[src/logic/flash_pkg.sv]
// shared constants for the serial flash erase/suspend link and its two ends
// assumes a 100 MHz system clock on both ends and a mode-0 serial link
package flash_pkg;
   // ***********************************************
   // opcodes
   // ***********************************************
   localparam logic [7:0] OP_ERASE_4K = 8'h20;
   localparam logic [7:0] OP_ERASE_32K = 8'h52;
   localparam logic [7:0] OP_ERASE_64K = 8'hD8;
   localparam logic [7:0] OP_CHIP_A = 8'h60;
   localparam logic [7:0] OP_CHIP_B = 8'hC7;
   localparam logic [7:0] OP_SUSPEND = 8'h75;
   localparam logic [7:0] OP_RESUME = 8'h7A;
   localparam logic [7:0] OP_PROGRAM = 8'h02;
   localparam logic [7:0] OP_WREN = 8'h06;
   localparam logic [7:0] OP_WRDI = 8'h04;
   localparam logic [7:0] OP_STATUS_1 = 8'h05;
   localparam logic [7:0] OP_STATUS_2 = 8'h35;
   localparam logic [7:0] OP_SEC_ERASE = 8'h44;
   localparam logic [7:0] OP_SEC_PROG = 8'h42;
   localparam logic [7:0] OP_SEC_READ = 8'h48;
   localparam logic [7:0] OP_STATUS_WR = 8'h01;
   localparam logic [7:0] OP_VOL_WREN = 8'h50;
   localparam logic [7:0] OP_ID_JEDEC = 8'h9F;
   localparam logic [7:0] OP_ID = 8'h90;
   localparam logic [7:0] OP_SLEEP = 8'hB9;
   localparam logic [7:0] OP_WAKE = 8'hAB;
   localparam logic [7:0] OP_READ = 8'h03;
   localparam logic [7:0] OP_READ_FAST = 8'h0B;
   localparam logic [7:0] OP_READ_DUAL = 8'h3B;
   localparam logic [7:0] OP_READ_DUAL_IO = 8'hBB;
   localparam logic [7:0] OP_READ_QUAD = 8'h6B;
   localparam logic [7:0] OP_READ_QUAD_IO = 8'hEB;
   localparam logic [7:0] OP_CONT_RESET = 8'hFF;
   // ***********************************************
   // frame, address and status layout
   // ***********************************************
   localparam logic [5:0] BITS_OPCODE = 6'h08;
   localparam logic [5:0] BITS_ADDR_END = 6'h20;
   localparam logic [5:0] BITS_FIRST_DATA = 6'h28;
   localparam logic [5:0] BITS_MAX = 6'h3F;
   localparam logic [23:0] MASK_4K = 24'h00_0FFF;
   localparam logic [23:0] MASK_32K = 24'h00_7FFF;
   localparam logic [23:0] MASK_64K = 24'h00_FFFF;
   localparam logic [23:0] MASK_PAGE = 24'h00_00FF;
   localparam logic [23:0] MASK_CHIP = 24'hFF_FFFF;
   localparam int STAT_BUSY_BIT = 0;
   localparam int STAT_WEL_BIT = 1;
   localparam int STAT_SUS_BIT = 7;
   localparam logic [7:0] BYTE_IDLE = 8'hFF;
   localparam logic [7:0] BYTE_UNDEFINED = 8'h00;
   // ***********************************************
   // timing
   // ***********************************************
   localparam int CLK_MHZ = 100;
   localparam int CLK_PERIOD_NS = 10;
   localparam int BLOCK_ERASE_TIME_US = 2000;
   localparam int CHIP_ERASE_TIME_US = 20000;
   localparam int PROGRAM_TIME_US = 500;
   localparam int SUSPEND_LATENCY_US = 20;
   localparam int BLOCK_ERASE_CYCLES_DEF = BLOCK_ERASE_TIME_US * CLK_MHZ;
   localparam int CHIP_ERASE_CYCLES_DEF = CHIP_ERASE_TIME_US * CLK_MHZ;
   localparam int PROGRAM_CYCLES_DEF = PROGRAM_TIME_US * CLK_MHZ;
   localparam int SUSPEND_LATENCY_CYCLES = SUSPEND_LATENCY_US * CLK_MHZ;
   localparam int SCLK_PERIOD_NS = 160;
   localparam logic [3:0] SCLK_HALF_CYCLES = 4'(SCLK_PERIOD_NS / (2 * CLK_PERIOD_NS));
   // ***********************************************
   // host register map (word index)
   // ***********************************************
   localparam logic [1:0] REG_TX = 2'h0;
   localparam logic [1:0] REG_CTRL = 2'h1;
   localparam logic [1:0] REG_STATUS = 2'h2;
   localparam logic [1:0] REG_RX = 2'h3;
   // ***********************************************
   // types
   // ***********************************************
   typedef enum logic [2:0] {JOB_E4K, JOB_E32K, JOB_E64K, JOB_CHIP, JOB_PROG} job_t;
   typedef enum logic [3:0] {
      ENG_IDLE = 4'b0001,
      ENG_RUN = 4'b0010,
      ENG_HALT = 4'b0100,
      ENG_SUSP = 4'b1000
   } eng_state_t;
   typedef enum logic [5:0] {
      H_IDLE = 6'b000001,
      H_LEAD = 6'b000010,
      H_LOW = 6'b000100,
      H_HIGH = 6'b001000,
      H_TRAIL = 6'b010000,
      H_GAP = 6'b100000
   } host_state_t;
endpackage : flash_pkg

[src/logic/flash_link.sv]
// serial link between the flash host end and the flash device end
// the data-out line is pulled high whenever the device does not drive it
interface flash_link;
   logic sclk;
   logic cs_n;
   logic mosi;
   logic miso_d;
   logic miso_oe;
   logic miso;
   assign miso = miso_oe ? miso_d : 1'b1;
   modport dev(input sclk, input cs_n, input mosi, output miso_d, output miso_oe);
   modport host(output sclk, output cs_n, output mosi, input miso);
endinterface : flash_link

[src/logic/flash_erase_dev.sv]
// device end: command intake, erase engine, suspend and write enable latch
// assumes link pins asynchronous to clk_i; protection decode and array live outside
//
// Chosen here: strobed register access and the placing of the registers.
module flash_erase_dev
   import flash_pkg::*;
#(
   parameter int unsigned BLOCK_ERASE_CYCLES = BLOCK_ERASE_CYCLES_DEF,
   parameter int unsigned CHIP_ERASE_CYCLES = CHIP_ERASE_CYCLES_DEF,
   parameter int unsigned PROGRAM_CYCLES = PROGRAM_CYCLES_DEF
) (
   input wire logic clk_i,
   input wire logic rst_i,
   flash_link.dev link,
   input wire logic protect_i,
   input wire logic [7:0] array_data_i,
   output logic [23:0] array_addr_o,
   output logic [23:0] erase_addr_o,
   output logic busy_o,
   output logic wel_o,
   output logic suspend_o,
   output logic read_undef_o
);
   // ***********************************************
   // decode helpers
   // ***********************************************
   function automatic logic [23:0] low_mask(input job_t j);
      case (j)
         JOB_E4K: low_mask = MASK_4K;
         JOB_E32K: low_mask = MASK_32K;
         JOB_E64K: low_mask = MASK_64K;
         JOB_PROG: low_mask = MASK_PAGE;
         default: low_mask = MASK_CHIP;
      endcase
   endfunction : low_mask

   function automatic logic is_read(input logic [7:0] op);
      is_read = (op == OP_READ) || (op == OP_READ_FAST) || (op == OP_READ_DUAL) ||
                (op == OP_READ_DUAL_IO) || (op == OP_READ_QUAD) || (op == OP_READ_QUAD_IO);
   endfunction : is_read

   function automatic logic open_in_suspend(input logic [7:0] op, input logic prog_susp);
      case (op)
         OP_RESUME, OP_WREN, OP_WRDI, OP_SEC_READ, OP_STATUS_1, OP_STATUS_2,
         OP_ID_JEDEC, OP_ID, OP_WAKE, OP_CONT_RESET: open_in_suspend = 1'b1;
         OP_PROGRAM: open_in_suspend = !prog_susp;
         default: open_in_suspend = is_read(op);
      endcase
   endfunction : open_in_suspend

   // ***********************************************
   // pin synchronisers: [0] feeds only [1]
   // ***********************************************
   logic [2:0] sclk_s;
   logic [2:0] cs_s;
   logic [1:0] mosi_s;
   always_ff @(posedge clk_i) begin
      if (rst_i) begin
         sclk_s <= 3'b000;
         cs_s <= 3'b111;
         mosi_s <= 2'b00;
      end else begin
         sclk_s <= {sclk_s[1:0], link.sclk};
         cs_s <= {cs_s[1:0], link.cs_n};
         mosi_s <= {mosi_s[0], link.mosi};
      end
   end

   logic sclk_rise;
   logic sclk_fall;
   logic cs_rise;
   assign sclk_rise = sclk_s[1] & ~sclk_s[2] & ~cs_s[1];
   assign sclk_fall = ~sclk_s[1] & sclk_s[2] & ~cs_s[1];
   assign cs_rise = cs_s[1] & ~cs_s[2];

   // ***********************************************
   // frame intake
   // ***********************************************
   logic [5:0] bitcnt_reg;
   logic [7:0] op_reg;
   logic [23:0] addr_reg;
   always_ff @(posedge clk_i) begin
      if (rst_i || cs_s[1]) begin
         bitcnt_reg <= 6'h00;
      end else if (sclk_rise && bitcnt_reg != BITS_MAX) begin
         bitcnt_reg <= bitcnt_reg + 6'h01;
      end
   end

   always_ff @(posedge clk_i) begin
      if (rst_i) begin
         op_reg <= 8'h00;
         addr_reg <= 24'h00_0000;
      end else if (sclk_rise) begin
         if (bitcnt_reg < BITS_OPCODE) begin
            op_reg <= {op_reg[6:0], mosi_s[1]};
         end else if (bitcnt_reg < BITS_ADDR_END) begin
            addr_reg <= {addr_reg[22:0], mosi_s[1]};
         end
      end
   end

   // ***********************************************
   // erase engine and latches
   // ***********************************************
   eng_state_t state_reg;
   job_t job_reg;
   job_t sv_job_reg;
   logic [31:0] cnt_reg;
   logic [31:0] sv_cnt_reg;
   logic [23:0] sv_addr_reg;
   logic wel_reg;
   logic susp_reg;
   logic busy_reg;

   logic cmd_ok;
   logic bnd;
   logic has_addr;
   logic allowed;
   logic in_susp_blk;
   job_t new_job;
   assign cmd_ok = cs_rise && bitcnt_reg >= BITS_OPCODE;
   assign bnd = bitcnt_reg[2:0] == 3'd0;
   assign has_addr = bitcnt_reg >= BITS_ADDR_END;
   assign allowed = !susp_reg || open_in_suspend(op_reg, sv_job_reg == JOB_PROG);
   // erase block holds the target if it matches above the ignored field
   assign in_susp_blk = susp_reg && sv_job_reg != JOB_PROG &&
                        ((addr_reg ^ sv_addr_reg) & ~low_mask(sv_job_reg)) == 24'h00_0000;
   assign new_job = (op_reg == OP_ERASE_4K) ? JOB_E4K :
                    (op_reg == OP_ERASE_32K) ? JOB_E32K : JOB_E64K;

   always_ff @(posedge clk_i) begin
      if (rst_i) begin
         state_reg <= ENG_IDLE;
         job_reg <= JOB_E4K;
         sv_job_reg <= JOB_E4K;
         cnt_reg <= 32'h0000_0000;
         sv_cnt_reg <= 32'h0000_0000;
         sv_addr_reg <= 24'h00_0000;
         erase_addr_o <= 24'h00_0000;
         wel_reg <= 1'b0;
         susp_reg <= 1'b0;
         busy_reg <= 1'b0;
      end else begin
         case (state_reg)
            ENG_RUN: begin
               if (cnt_reg == 32'h0000_0000) begin
                  // a program run inside an erase suspend falls back to it
                  state_reg <= susp_reg ? ENG_SUSP : ENG_IDLE;
                  busy_reg <= 1'b0;
               end else begin
                  cnt_reg <= cnt_reg - 32'h0000_0001;
               end
            end
            ENG_HALT: begin
               if (cnt_reg == 32'h0000_0000) begin
                  state_reg <= ENG_SUSP;
                  susp_reg <= 1'b1;
                  busy_reg <= 1'b0;
               end else begin
                  cnt_reg <= cnt_reg - 32'h0000_0001;
               end
            end
            default: ;
         endcase
         if (cmd_ok && !busy_reg && allowed) begin
            case (op_reg)
               OP_WREN: if (bnd) wel_reg <= 1'b1;
               OP_WRDI: if (bnd) wel_reg <= 1'b0;
               OP_ERASE_4K, OP_ERASE_32K, OP_ERASE_64K: begin
                  if (!bnd || !has_addr || protect_i) begin
                     wel_reg <= 1'b0;
                  end else if (wel_reg) begin
                     state_reg <= ENG_RUN;
                     busy_reg <= 1'b1;
                     wel_reg <= 1'b0;
                     job_reg <= new_job;
                     cnt_reg <= 32'(BLOCK_ERASE_CYCLES - 1);
                     erase_addr_o <= addr_reg & ~low_mask(new_job);
                  end
               end
               OP_CHIP_A, OP_CHIP_B: begin
                  if (!bnd || protect_i) begin
                     wel_reg <= 1'b0;
                  end else if (wel_reg) begin
                     state_reg <= ENG_RUN;
                     busy_reg <= 1'b1;
                     wel_reg <= 1'b0;
                     job_reg <= JOB_CHIP;
                     cnt_reg <= 32'(CHIP_ERASE_CYCLES - 1);
                     erase_addr_o <= 24'h00_0000;
                  end
               end
               OP_PROGRAM: begin
                  if (!bnd || bitcnt_reg < BITS_FIRST_DATA || protect_i || in_susp_blk) begin
                     wel_reg <= 1'b0;
                  end else if (wel_reg) begin
                     state_reg <= ENG_RUN;
                     busy_reg <= 1'b1;
                     wel_reg <= 1'b0;
                     job_reg <= JOB_PROG;
                     cnt_reg <= 32'(PROGRAM_CYCLES - 1);
                     erase_addr_o <= addr_reg & ~MASK_PAGE;
                  end
               end
               OP_RESUME: begin
                  if (bnd && susp_reg) begin
                     state_reg <= ENG_RUN;
                     busy_reg <= 1'b1;
                     susp_reg <= 1'b0;
                     job_reg <= sv_job_reg;
                     cnt_reg <= sv_cnt_reg;
                     erase_addr_o <= sv_addr_reg;
                  end
               end
               default: ;
            endcase
         end else if (cmd_ok && op_reg == OP_SUSPEND && bnd && state_reg == ENG_RUN &&
                      cnt_reg != 32'h0000_0000 && job_reg != JOB_CHIP &&
                      !(job_reg == JOB_PROG && susp_reg)) begin
            state_reg <= ENG_HALT;
            sv_job_reg <= job_reg;
            sv_cnt_reg <= cnt_reg;
            sv_addr_reg <= erase_addr_o;
            cnt_reg <= 32'(SUSPEND_LATENCY_CYCLES - 1);
         end
      end
   end

   // ***********************************************
   // data out: status and array bytes
   // ***********************************************
   logic [7:0] tx_reg;
   logic [7:0] status_byte;
   logic undef_now;
   logic [7:0] next_byte;
   assign status_byte = (8'(susp_reg) << STAT_SUS_BIT) | (8'(wel_reg) << STAT_WEL_BIT) |
                        (8'(busy_reg) << STAT_BUSY_BIT);
   assign undef_now = susp_reg && array_addr_o[23:16] == sv_addr_reg[23:16];

   always_comb begin
      next_byte = BYTE_IDLE;
      if (op_reg == OP_STATUS_1 || op_reg == OP_STATUS_2) begin
         next_byte = status_byte;
      end else if (is_read(op_reg) && bitcnt_reg >= BITS_ADDR_END) begin
         next_byte = undef_now ? BYTE_UNDEFINED : array_data_i;
      end
   end

   always_ff @(posedge clk_i) begin
      if (rst_i) begin
         tx_reg <= BYTE_IDLE;
         link.miso_d <= 1'b1;
         link.miso_oe <= 1'b0;
         array_addr_o <= 24'h00_0000;
         read_undef_o <= 1'b0;
      end else begin
         link.miso_oe <= ~cs_s[1];
         if (sclk_rise && bitcnt_reg == BITS_ADDR_END - 6'h01) begin
            array_addr_o <= {addr_reg[22:0], mosi_s[1]};
         end
         if (sclk_fall && bnd && bitcnt_reg != 6'h00) begin
            link.miso_d <= next_byte[7];
            tx_reg <= {next_byte[6:0], 1'b1};
            if (is_read(op_reg) && bitcnt_reg >= BITS_ADDR_END) begin
               // address walks on so a burst can run into and out of the held block
               array_addr_o <= array_addr_o + 24'h00_0001;
               read_undef_o <= undef_now;
            end
         end else if (sclk_fall) begin
            link.miso_d <= tx_reg[7];
            tx_reg <= {tx_reg[6:0], 1'b1};
         end
         if (cs_s[1]) begin
            read_undef_o <= 1'b0;
         end
      end
   end

   assign busy_o = busy_reg;
   assign wel_o = wel_reg;
   assign suspend_o = susp_reg;
endmodule : flash_erase_dev

[src/flat_wrapper.sv]
// flat-port wrapper written by rule: the top's interface ports become plain ports
module flash_erase_dev_flat import flash_pkg::*;
#(
   parameter int unsigned BLOCK_ERASE_CYCLES = BLOCK_ERASE_CYCLES_DEF,
   parameter int unsigned CHIP_ERASE_CYCLES = CHIP_ERASE_CYCLES_DEF,
   parameter int unsigned PROGRAM_CYCLES = PROGRAM_CYCLES_DEF
)
  (clk_i, rst_i, protect_i, array_data_i, array_addr_o, erase_addr_o, busy_o, wel_o, suspend_o, read_undef_o, link_sclk, link_cs_n, link_mosi, link_miso_d, link_miso_oe);
  flash_link link_i ();
  input wire logic clk_i;
  input wire logic rst_i;
  input wire logic protect_i;
  input wire logic [7:0] array_data_i;
  output logic [23:0] array_addr_o;
  output logic [23:0] erase_addr_o;
  output logic busy_o;
  output logic wel_o;
  output logic suspend_o;
  output logic read_undef_o;
  input wire logic [$bits(link_i.sclk)-1:0] link_sclk;
  input wire logic [$bits(link_i.cs_n)-1:0] link_cs_n;
  input wire logic [$bits(link_i.mosi)-1:0] link_mosi;
  output wire logic [$bits(link_i.miso_d)-1:0] link_miso_d;
  output wire logic [$bits(link_i.miso_oe)-1:0] link_miso_oe;
  assign link_i.sclk = link_sclk;
  assign link_i.cs_n = link_cs_n;
  assign link_i.mosi = link_mosi;
  assign link_miso_d = link_i.miso_d;
  assign link_miso_oe = link_i.miso_oe;
  flash_erase_dev #(.BLOCK_ERASE_CYCLES(BLOCK_ERASE_CYCLES), .CHIP_ERASE_CYCLES(CHIP_ERASE_CYCLES), .PROGRAM_CYCLES(PROGRAM_CYCLES)) u_core (.clk_i(clk_i), .rst_i(rst_i), .link(link_i), .protect_i(protect_i), .array_data_i(array_data_i), .array_addr_o(array_addr_o), .erase_addr_o(erase_addr_o), .busy_o(busy_o), .wel_o(wel_o), .suspend_o(suspend_o), .read_undef_o(read_undef_o));
endmodule
[config.mk]
export PLATFORM = sky130hd
export DESIGN_NAME = flash_erase_dev_flat
export DESIGN_NICKNAME = d
export VERILOG_FILES = /design/src/logic/flash_pkg.sv /design/src/logic/flash_link.sv /design/src/logic/flash_erase_dev.sv /design/src/flat_wrapper.sv
export SDC_FILE = /design/constraint.sdc
export NUM_CORES = 1
export LEC_CHECK = 0
export BUFFER_PORTS_ARGS = -buffer_cell sky130_fd_sc_hd__buf_2
export CELL_PAD_IN_SITES_DETAIL_PLACEMENT = 1
export CELL_PAD_IN_SITES_GLOBAL_PLACEMENT = 2
export CORE_ASPECT_RATIO = 1.2
export CORE_MARGIN = 2
export CORE_UTILIZATION = 39
export DETAILED_ROUTE_END_ITERATION = 12
export PLACE_DENSITY = 0.87
export SYNTH_ARGS = -nofsm -noshare
export SYNTH_HDL_FRONTEND = slang
export SYNTH_SLANG_ARGS = --single-unit
[constraint.sdc]
create_clock -name clk_i -period 7.75 [get_ports clk_i]
set_clock_uncertainty 0.1 [all_clocks]
set_input_delay 0.775 -clock clk_i [delete_from_list [all_inputs] [get_ports clk_i]]
set_output_delay 0.775 -clock clk_i [all_outputs]
set_load 0.02 [all_outputs]
## Word-level counts from Yosys, hierarchy flattened

Cells that the tools add are included.

- Flip-flop bits (word level): 205
- Input bits: 14
- Output and inout bits: 54

- $add $sub $neg: 3
- $lt $le $gt $ge: 5
- Equality and inequality tests: 46
- Muxes and demuxes: 77
- Bitwise logic cells: 18
- Reductions and logical operators: 61

Operator list:

| kind | number |
|---|---|
| 2-to-1 mux 24 bit | 15 |
| 2-to-1 mux 32 bit | 11 |
| case mux 24 bit (4 select lines) | 3 |
| case mux 32 bit (4 select lines) | 1 |
| equality test 8 bit (second input constant) | 8 |
| bitwise AND 24 bit | 2 |
| equality test 8 x 7 -> 1 bit (second input constant) | 6 |
| inverter 24 bit | 2 |
| 2-to-1 mux 4 bit | 10 |
| 2-to-1 mux 8 bit | 5 |
| logical NOT 32 bit | 1 |
| nonzero test 32 bit | 1 |
| subtractor 32 x 1 -> 32 bit (second input constant) | 1 |
| adder 24 x 1 -> 24 bit (second input constant) | 1 |
| equality test 8 x 3 -> 1 bit (second input constant) | 3 |
| equality test 8 x 6 -> 1 bit (second input constant) | 3 |
| logical NOT 24 bit | 1 |
| 2-to-1 mux 3 bit | 8 |
| XOR 24 bit | 1 |
| logical AND 1 bit | 19 |
| 2-to-1 mux 1 bit | 17 |
| equality test 8 x 2 -> 1 bit (second input constant) | 2 |
| case mux 4 bit (4 select lines) | 1 |
| logical OR 1 bit | 14 |
| 42 further kinds | 74 |

## Logic depth before layout (Yosys ltp)

- Depth after elaboration: 16
- Depth in mapped cells: 12
- Mapped depth without buffers: 9

## Worst setup path after synthesis

No wires, ideal clock.

- Kind: input -> register
- From: input port protect_i
- To: register u_core.job_reg[2]
- Library setup time: 0.134 ns
- Arrival time: 2.508 ns
- Slack: 5.008 ns
- Stages on the path: 8
- Path buffers: 1
- Cells stage by stage: nand4bb_1 > nor4_1 > a22oi_1 > a21oi_1 > o211ai_4 > buf_6 > a221oi_1 > a311oi_2

- Word-level cells in the longest chain between the ends: 4
- Elaborated cells between the ends (all ways): 8
- Classes of those cells: eq/ne (3); reduce/logical (5)

Ends and longest elaborated chain:

| item | RTL line | text |
|---|---|---|
| start, declared | flat_wrapper.sv:12 | `input wire logic protect_i;` |
| logical OR 1 bit (2 in a row) | flash_erase_dev.sv:195 | `if (!bnd \|\| bitcnt_reg < BITS_FIRST_DATA \|\| protect_i \|\| in_susp_blk) begin` |
| inequality test 2 bit (no line) | -- |  |
| AND reduction 9 bit (no line) * | -- |  |
| end signal, assigned | flash_erase_dev.sv:177 | `job_reg <= new_job;` |
| end signal, assigned | flash_erase_dev.sv:211 | `job_reg <= sv_job_reg;` |
| end, declared | flash_erase_dev.sv:107 | `job_t job_reg;` |

Every way passes the cells marked *; elsewhere a longest branch is shown, timed or not.
A chain may end at the register's enable or synchronous reset.

## Worst setup path after layout

- From: register u_core.op_reg[6]
- To: register u_core.cnt_reg[18]

- Word-level cells in the longest chain between the ends: 10
- Elaborated cells between the ends (all ways): 43
- Classes of those cells: eq/ne (23); mux (4); reduce/logical (16)

Ends and longest elaborated chain:

| item | RTL line | text |
|---|---|---|
| start, declared | flash_erase_dev.sv:80 | `logic [7:0] op_reg;` |
| start signal, assigned | flash_erase_dev.sv:96 | `op_reg <= {op_reg[6:0], mosi_s[1]};` |
| equality test 8 x 2 -> 1 bit or equality test 8 x 4 -> 1 bit (tied branches) | flash_erase_dev.sv:38 | `is_read = (op == OP_READ) \|\| (op == OP_READ_FAST) \|\| (op == OP_READ_DUAL) \|\|` |
| logical OR 1 bit (3 in a row) | flash_erase_dev.sv:38 |  |
| logical OR 1 bit (2 in a row) | flash_erase_dev.sv:39 | `(op == OP_READ_DUAL_IO) \|\| (op == OP_READ_QUAD) \|\| (op == OP_READ_QUAD_IO);` |
| case mux 1 bit (2 select lines) | flash_erase_dev.sv:43 | `case (op)` |
| logical OR 1 bit | flash_erase_dev.sv:125 | `assign allowed = !susp_reg \|\| open_in_suspend(op_reg, sv_job_reg == JOB_PROG);` |
| logical AND 1 bit | flash_erase_dev.sv:166 | `if (cmd_ok && !busy_reg && allowed) begin` |
| 2-to-1 mux 32 bit * | flash_erase_dev.sv:166 |  |
| end signal, assigned | flash_erase_dev.sv:161 | `cnt_reg <= cnt_reg - 32'h0000_0001;` |
| end signal, assigned | flash_erase_dev.sv:178 | `cnt_reg <= 32'(BLOCK_ERASE_CYCLES - 1);` |
| end signal, assigned | flash_erase_dev.sv:190 | `cnt_reg <= 32'(CHIP_ERASE_CYCLES - 1);` |
| end, declared | flash_erase_dev.sv:109 | `logic [31:0] cnt_reg;` |

Marks and branches as above.

==> results.sh <==
export IMPL_status="completed"
export IMPL_dp_slack_ns=4.16
export IMPL_vias=9380
export IMPL_seq_area_frac_synth=0.402
export IMPL_start_util=0.399
export IMPL_routed_wl_um=30700
export IMPL_min_from="u_core.cs_s[0]"
export IMPL_finalHoldViolations=0
export IMPL_power_density_mw_per_mm2=193
export IMPL_grt_max_degree=101
export IMPL_drive_gt1_frac=0.108
export IMPL_worstSetupPathType="flip-flop to flip-flop"
export IMPL_fin_ws_ns=4.22
export IMPL_hold_buffers=0
export IMPL_synthCells=1291
export IMPL_cp_cell_sequence="nand2b_1 > or4_4 > nor2_1 > and2_1 > a22oi_1 > o21ai_0"
export IMPL_crit_path_start="u_core.op_reg[6]"
export IMPL_cap_violations=0
export IMPL_nNetsFinal=1316
export IMPL_worstPathArrival_ns=3.86
export IMPL_clkTransAtPathRegs_ns=0.06
export IMPL_wl_per_cell_um=18.7
export IMPL_dp_hpwl_um=19800
export IMPL_finalPower_w=0.00219
export IMPL_placed_cell_area_mm2=0.0106
export IMPL_first_global_vias=9399
export IMPL_ant_nets=0
export IMPL_core_area_mm2=0.0256
export IMPL_tns_ns=0
export IMPL_fillerInstances=3155
export IMPL_drc=0
export IMPL_endpoint_kind="flip-flop"
export IMPL_clock_sinks=205
export IMPL_async_flop_share=0
export IMPL_grt_pass1_wl_um=50200
export IMPL_syn_area_mm2=0.0102
export IMPL_antenna_cells=0
export IMPL_fin_crit_sh=0.456
export IMPL_drt_iter0_drc=466
export IMPL_slew_headroom=0.276
export IMPL_dp_cells=1601
export IMPL_ys_ff_latch=205
export IMPL_rows=64
export IMPL_die_height_um=181
export IMPL_clockBufferDepth=3
export IMPL_cp_max_fo=25
export IMPL_postCtsSetupRepairBufs=0
export IMPL_ys_flop_type="dfxtp_1"
export IMPL_yosysUniqueCellTypes=82
export IMPL_synth_enable_flop_cells=0
export IMPL_cts_resized=0
export IMPL_worst_pin_slew_ns=1.09
export IMPL_multi_input_comb_area_mm2=0.00560
export IMPL_clockRootBuffer="clkbuf_16"
export IMPL_crit_required_ns=8.08
export IMPL_hold_class="flip-flop to flip-flop"
export IMPL_overflow=0
export IMPL_insertion_delay_ns=0.53
export IMPL_via_per_inst=5.72
export IMPL_startpoint_type="flip-flop"
export IMPL_gp_congestion=0.873
export IMPL_final_cell_mix="nand2_1 (244), dfxtp_1 (205), a21oi_1 (170)"
export IMPL_period_minus_slack_ns=3.53
export IMPL_cp_slowest_cell="and2_1"
export IMPL_final_common_cell="nand2_1"
export IMPL_io_pins=68
export IMPL_port_buffers=67
export IMPL_worst_path_largest_cell_delay_ns=0.91
export IMPL_finalMaxSlewViolations=0
export IMPL_clock_fmax_ghz=0.283
export IMPL_critical_path_top_delay_family="simple AND/OR/NAND/NOR gates"
export IMPL_regArea_mm2=0.00410
export IMPL_crit_buf_inv=0
export IMPL_firstDrtPassIters=5
export IMPL_r2r_start="u_core.op_reg[6]"
export IMPL_yosys_warnings=0
export IMPL_dieArea_mm2=0.0275
export IMPL_antenna_found_initial=0
export IMPL_postLayoutCellArea_mm2=0.0113
export IMPL_post_synth_cell_area_avg_um2=7.92
export IMPL_layout_cells_non_filler=1641
export IMPL_peakVddDrop_mv=0.128
export IMPL_finalSetupViolations=0
export IMPL_synth_nets=1310
export IMPL_rsz0062_at_grt="no"
export IMPL_track_usage=0.223
export IMPL_cts_tree="yes"
export IMPL_cts_buffers=24
export IMPL_htreeDepth=1
export IMPL_area_growth_pct=10.8
export IMPL_die_w_um=152
export IMPL_power_static_leakage_nw=3.99
[power by group]
group	internal [W]	switching (W)	total [W]
Sequential	0.00106	0.00000116	0.00106
Clock	0.000664	0.000444	0.00111
Combinational	0.00000549	0.0000206	0.0000261
[layer usage]
layer	vias up	share of wire	track usage	wire, um
met5	-	0	0	0
met4	0	0.019	0.0500	596
met3	46	0.033	0.0301	1010
met2	125	0.50	0.389	15200
li1	4611	-	-	-
met1	4598	0.45	0.289	13800
[cells in the mapped netlist (all sizes together), types with 8 or more instances]
cell type,number,share of area
nor2,74,0.027
dfxtp,205,0.40
a221oi,11,0.0094
a31oi,17,0.011
a21oi,170,0.083
nor4,20,0.013
nand3,53,0.028
or4,9,0.0073
xor2,36,0.031
clkbuf,49,0.018
a22o,8,0.0069
nand2,245,0.090
a21o,8,0.0059
xnor2,19,0.016
nand2b,11,0.0067
nor2b,18,0.012
mux2i,9,0.0088
buf,47,0.030
a22oi,9,0.0066
nor3,38,0.019
nand4,22,0.013
and3,14,0.0086
inv,13,0.0048
or3,25,0.015
and2,11,0.0067
o21ai,54,0.028
[logic make-up after synthesis]
logic type	share of synthesized area
adder cells (fa/ha/maj)	0.00710
flip-flops	0.402
AO/OA/AOI/OAI	0.204
AND/OR/NAND/NOR	0.278
buffers and inverters	0.0532
XOR/XNOR	0.0471
multiplexers	0.00881
[worst register-to-register path: stages (launching register included)]
cell and delay [ns]:
dfxtp_1 0.63, nand2b_1 0.35, or4_4 0.54, nor2_1 0.43, and2_1 0.91, a22oi_1 0.22
o21ai_0 0.26
[final timing paths]
path | to | slack, ns | cells after the start
worst max-delay path | u_core.cnt_reg[18] | 4.22 | 6
worst min-delay path | u_core.cs_s[1] | 0.31 | 1
worst max register to register | u_core.cnt_reg[18] | 4.22 | 6
worst min register to register | u_core.cs_s[1] | 0.31 | 1
[metrics by stage]
step	hold WS (ns)	utilization
finish	0.308	0.442
global route	0.313	0.442
CTS	0.309	0.442
detailed placement	0.296	0.413
global placement	0.292	0.413
floorplan	0.289	-
[final cells by class]
| cell class | instances | area share |
|---|---|---|
| multi-input cells | 977 | 0.494 |
| flip-flops and latches | 205 | 0.362 |
| clock buffers | 36 | 0.0596 |
| well taps | 330 | 0.0364 |
| repair buffers | 76 | 0.0361 |
| clock inverters | 4 | 0.00718 |
| inverters | 13 | 0.00431 |
(Power assumes the default switching activity.)
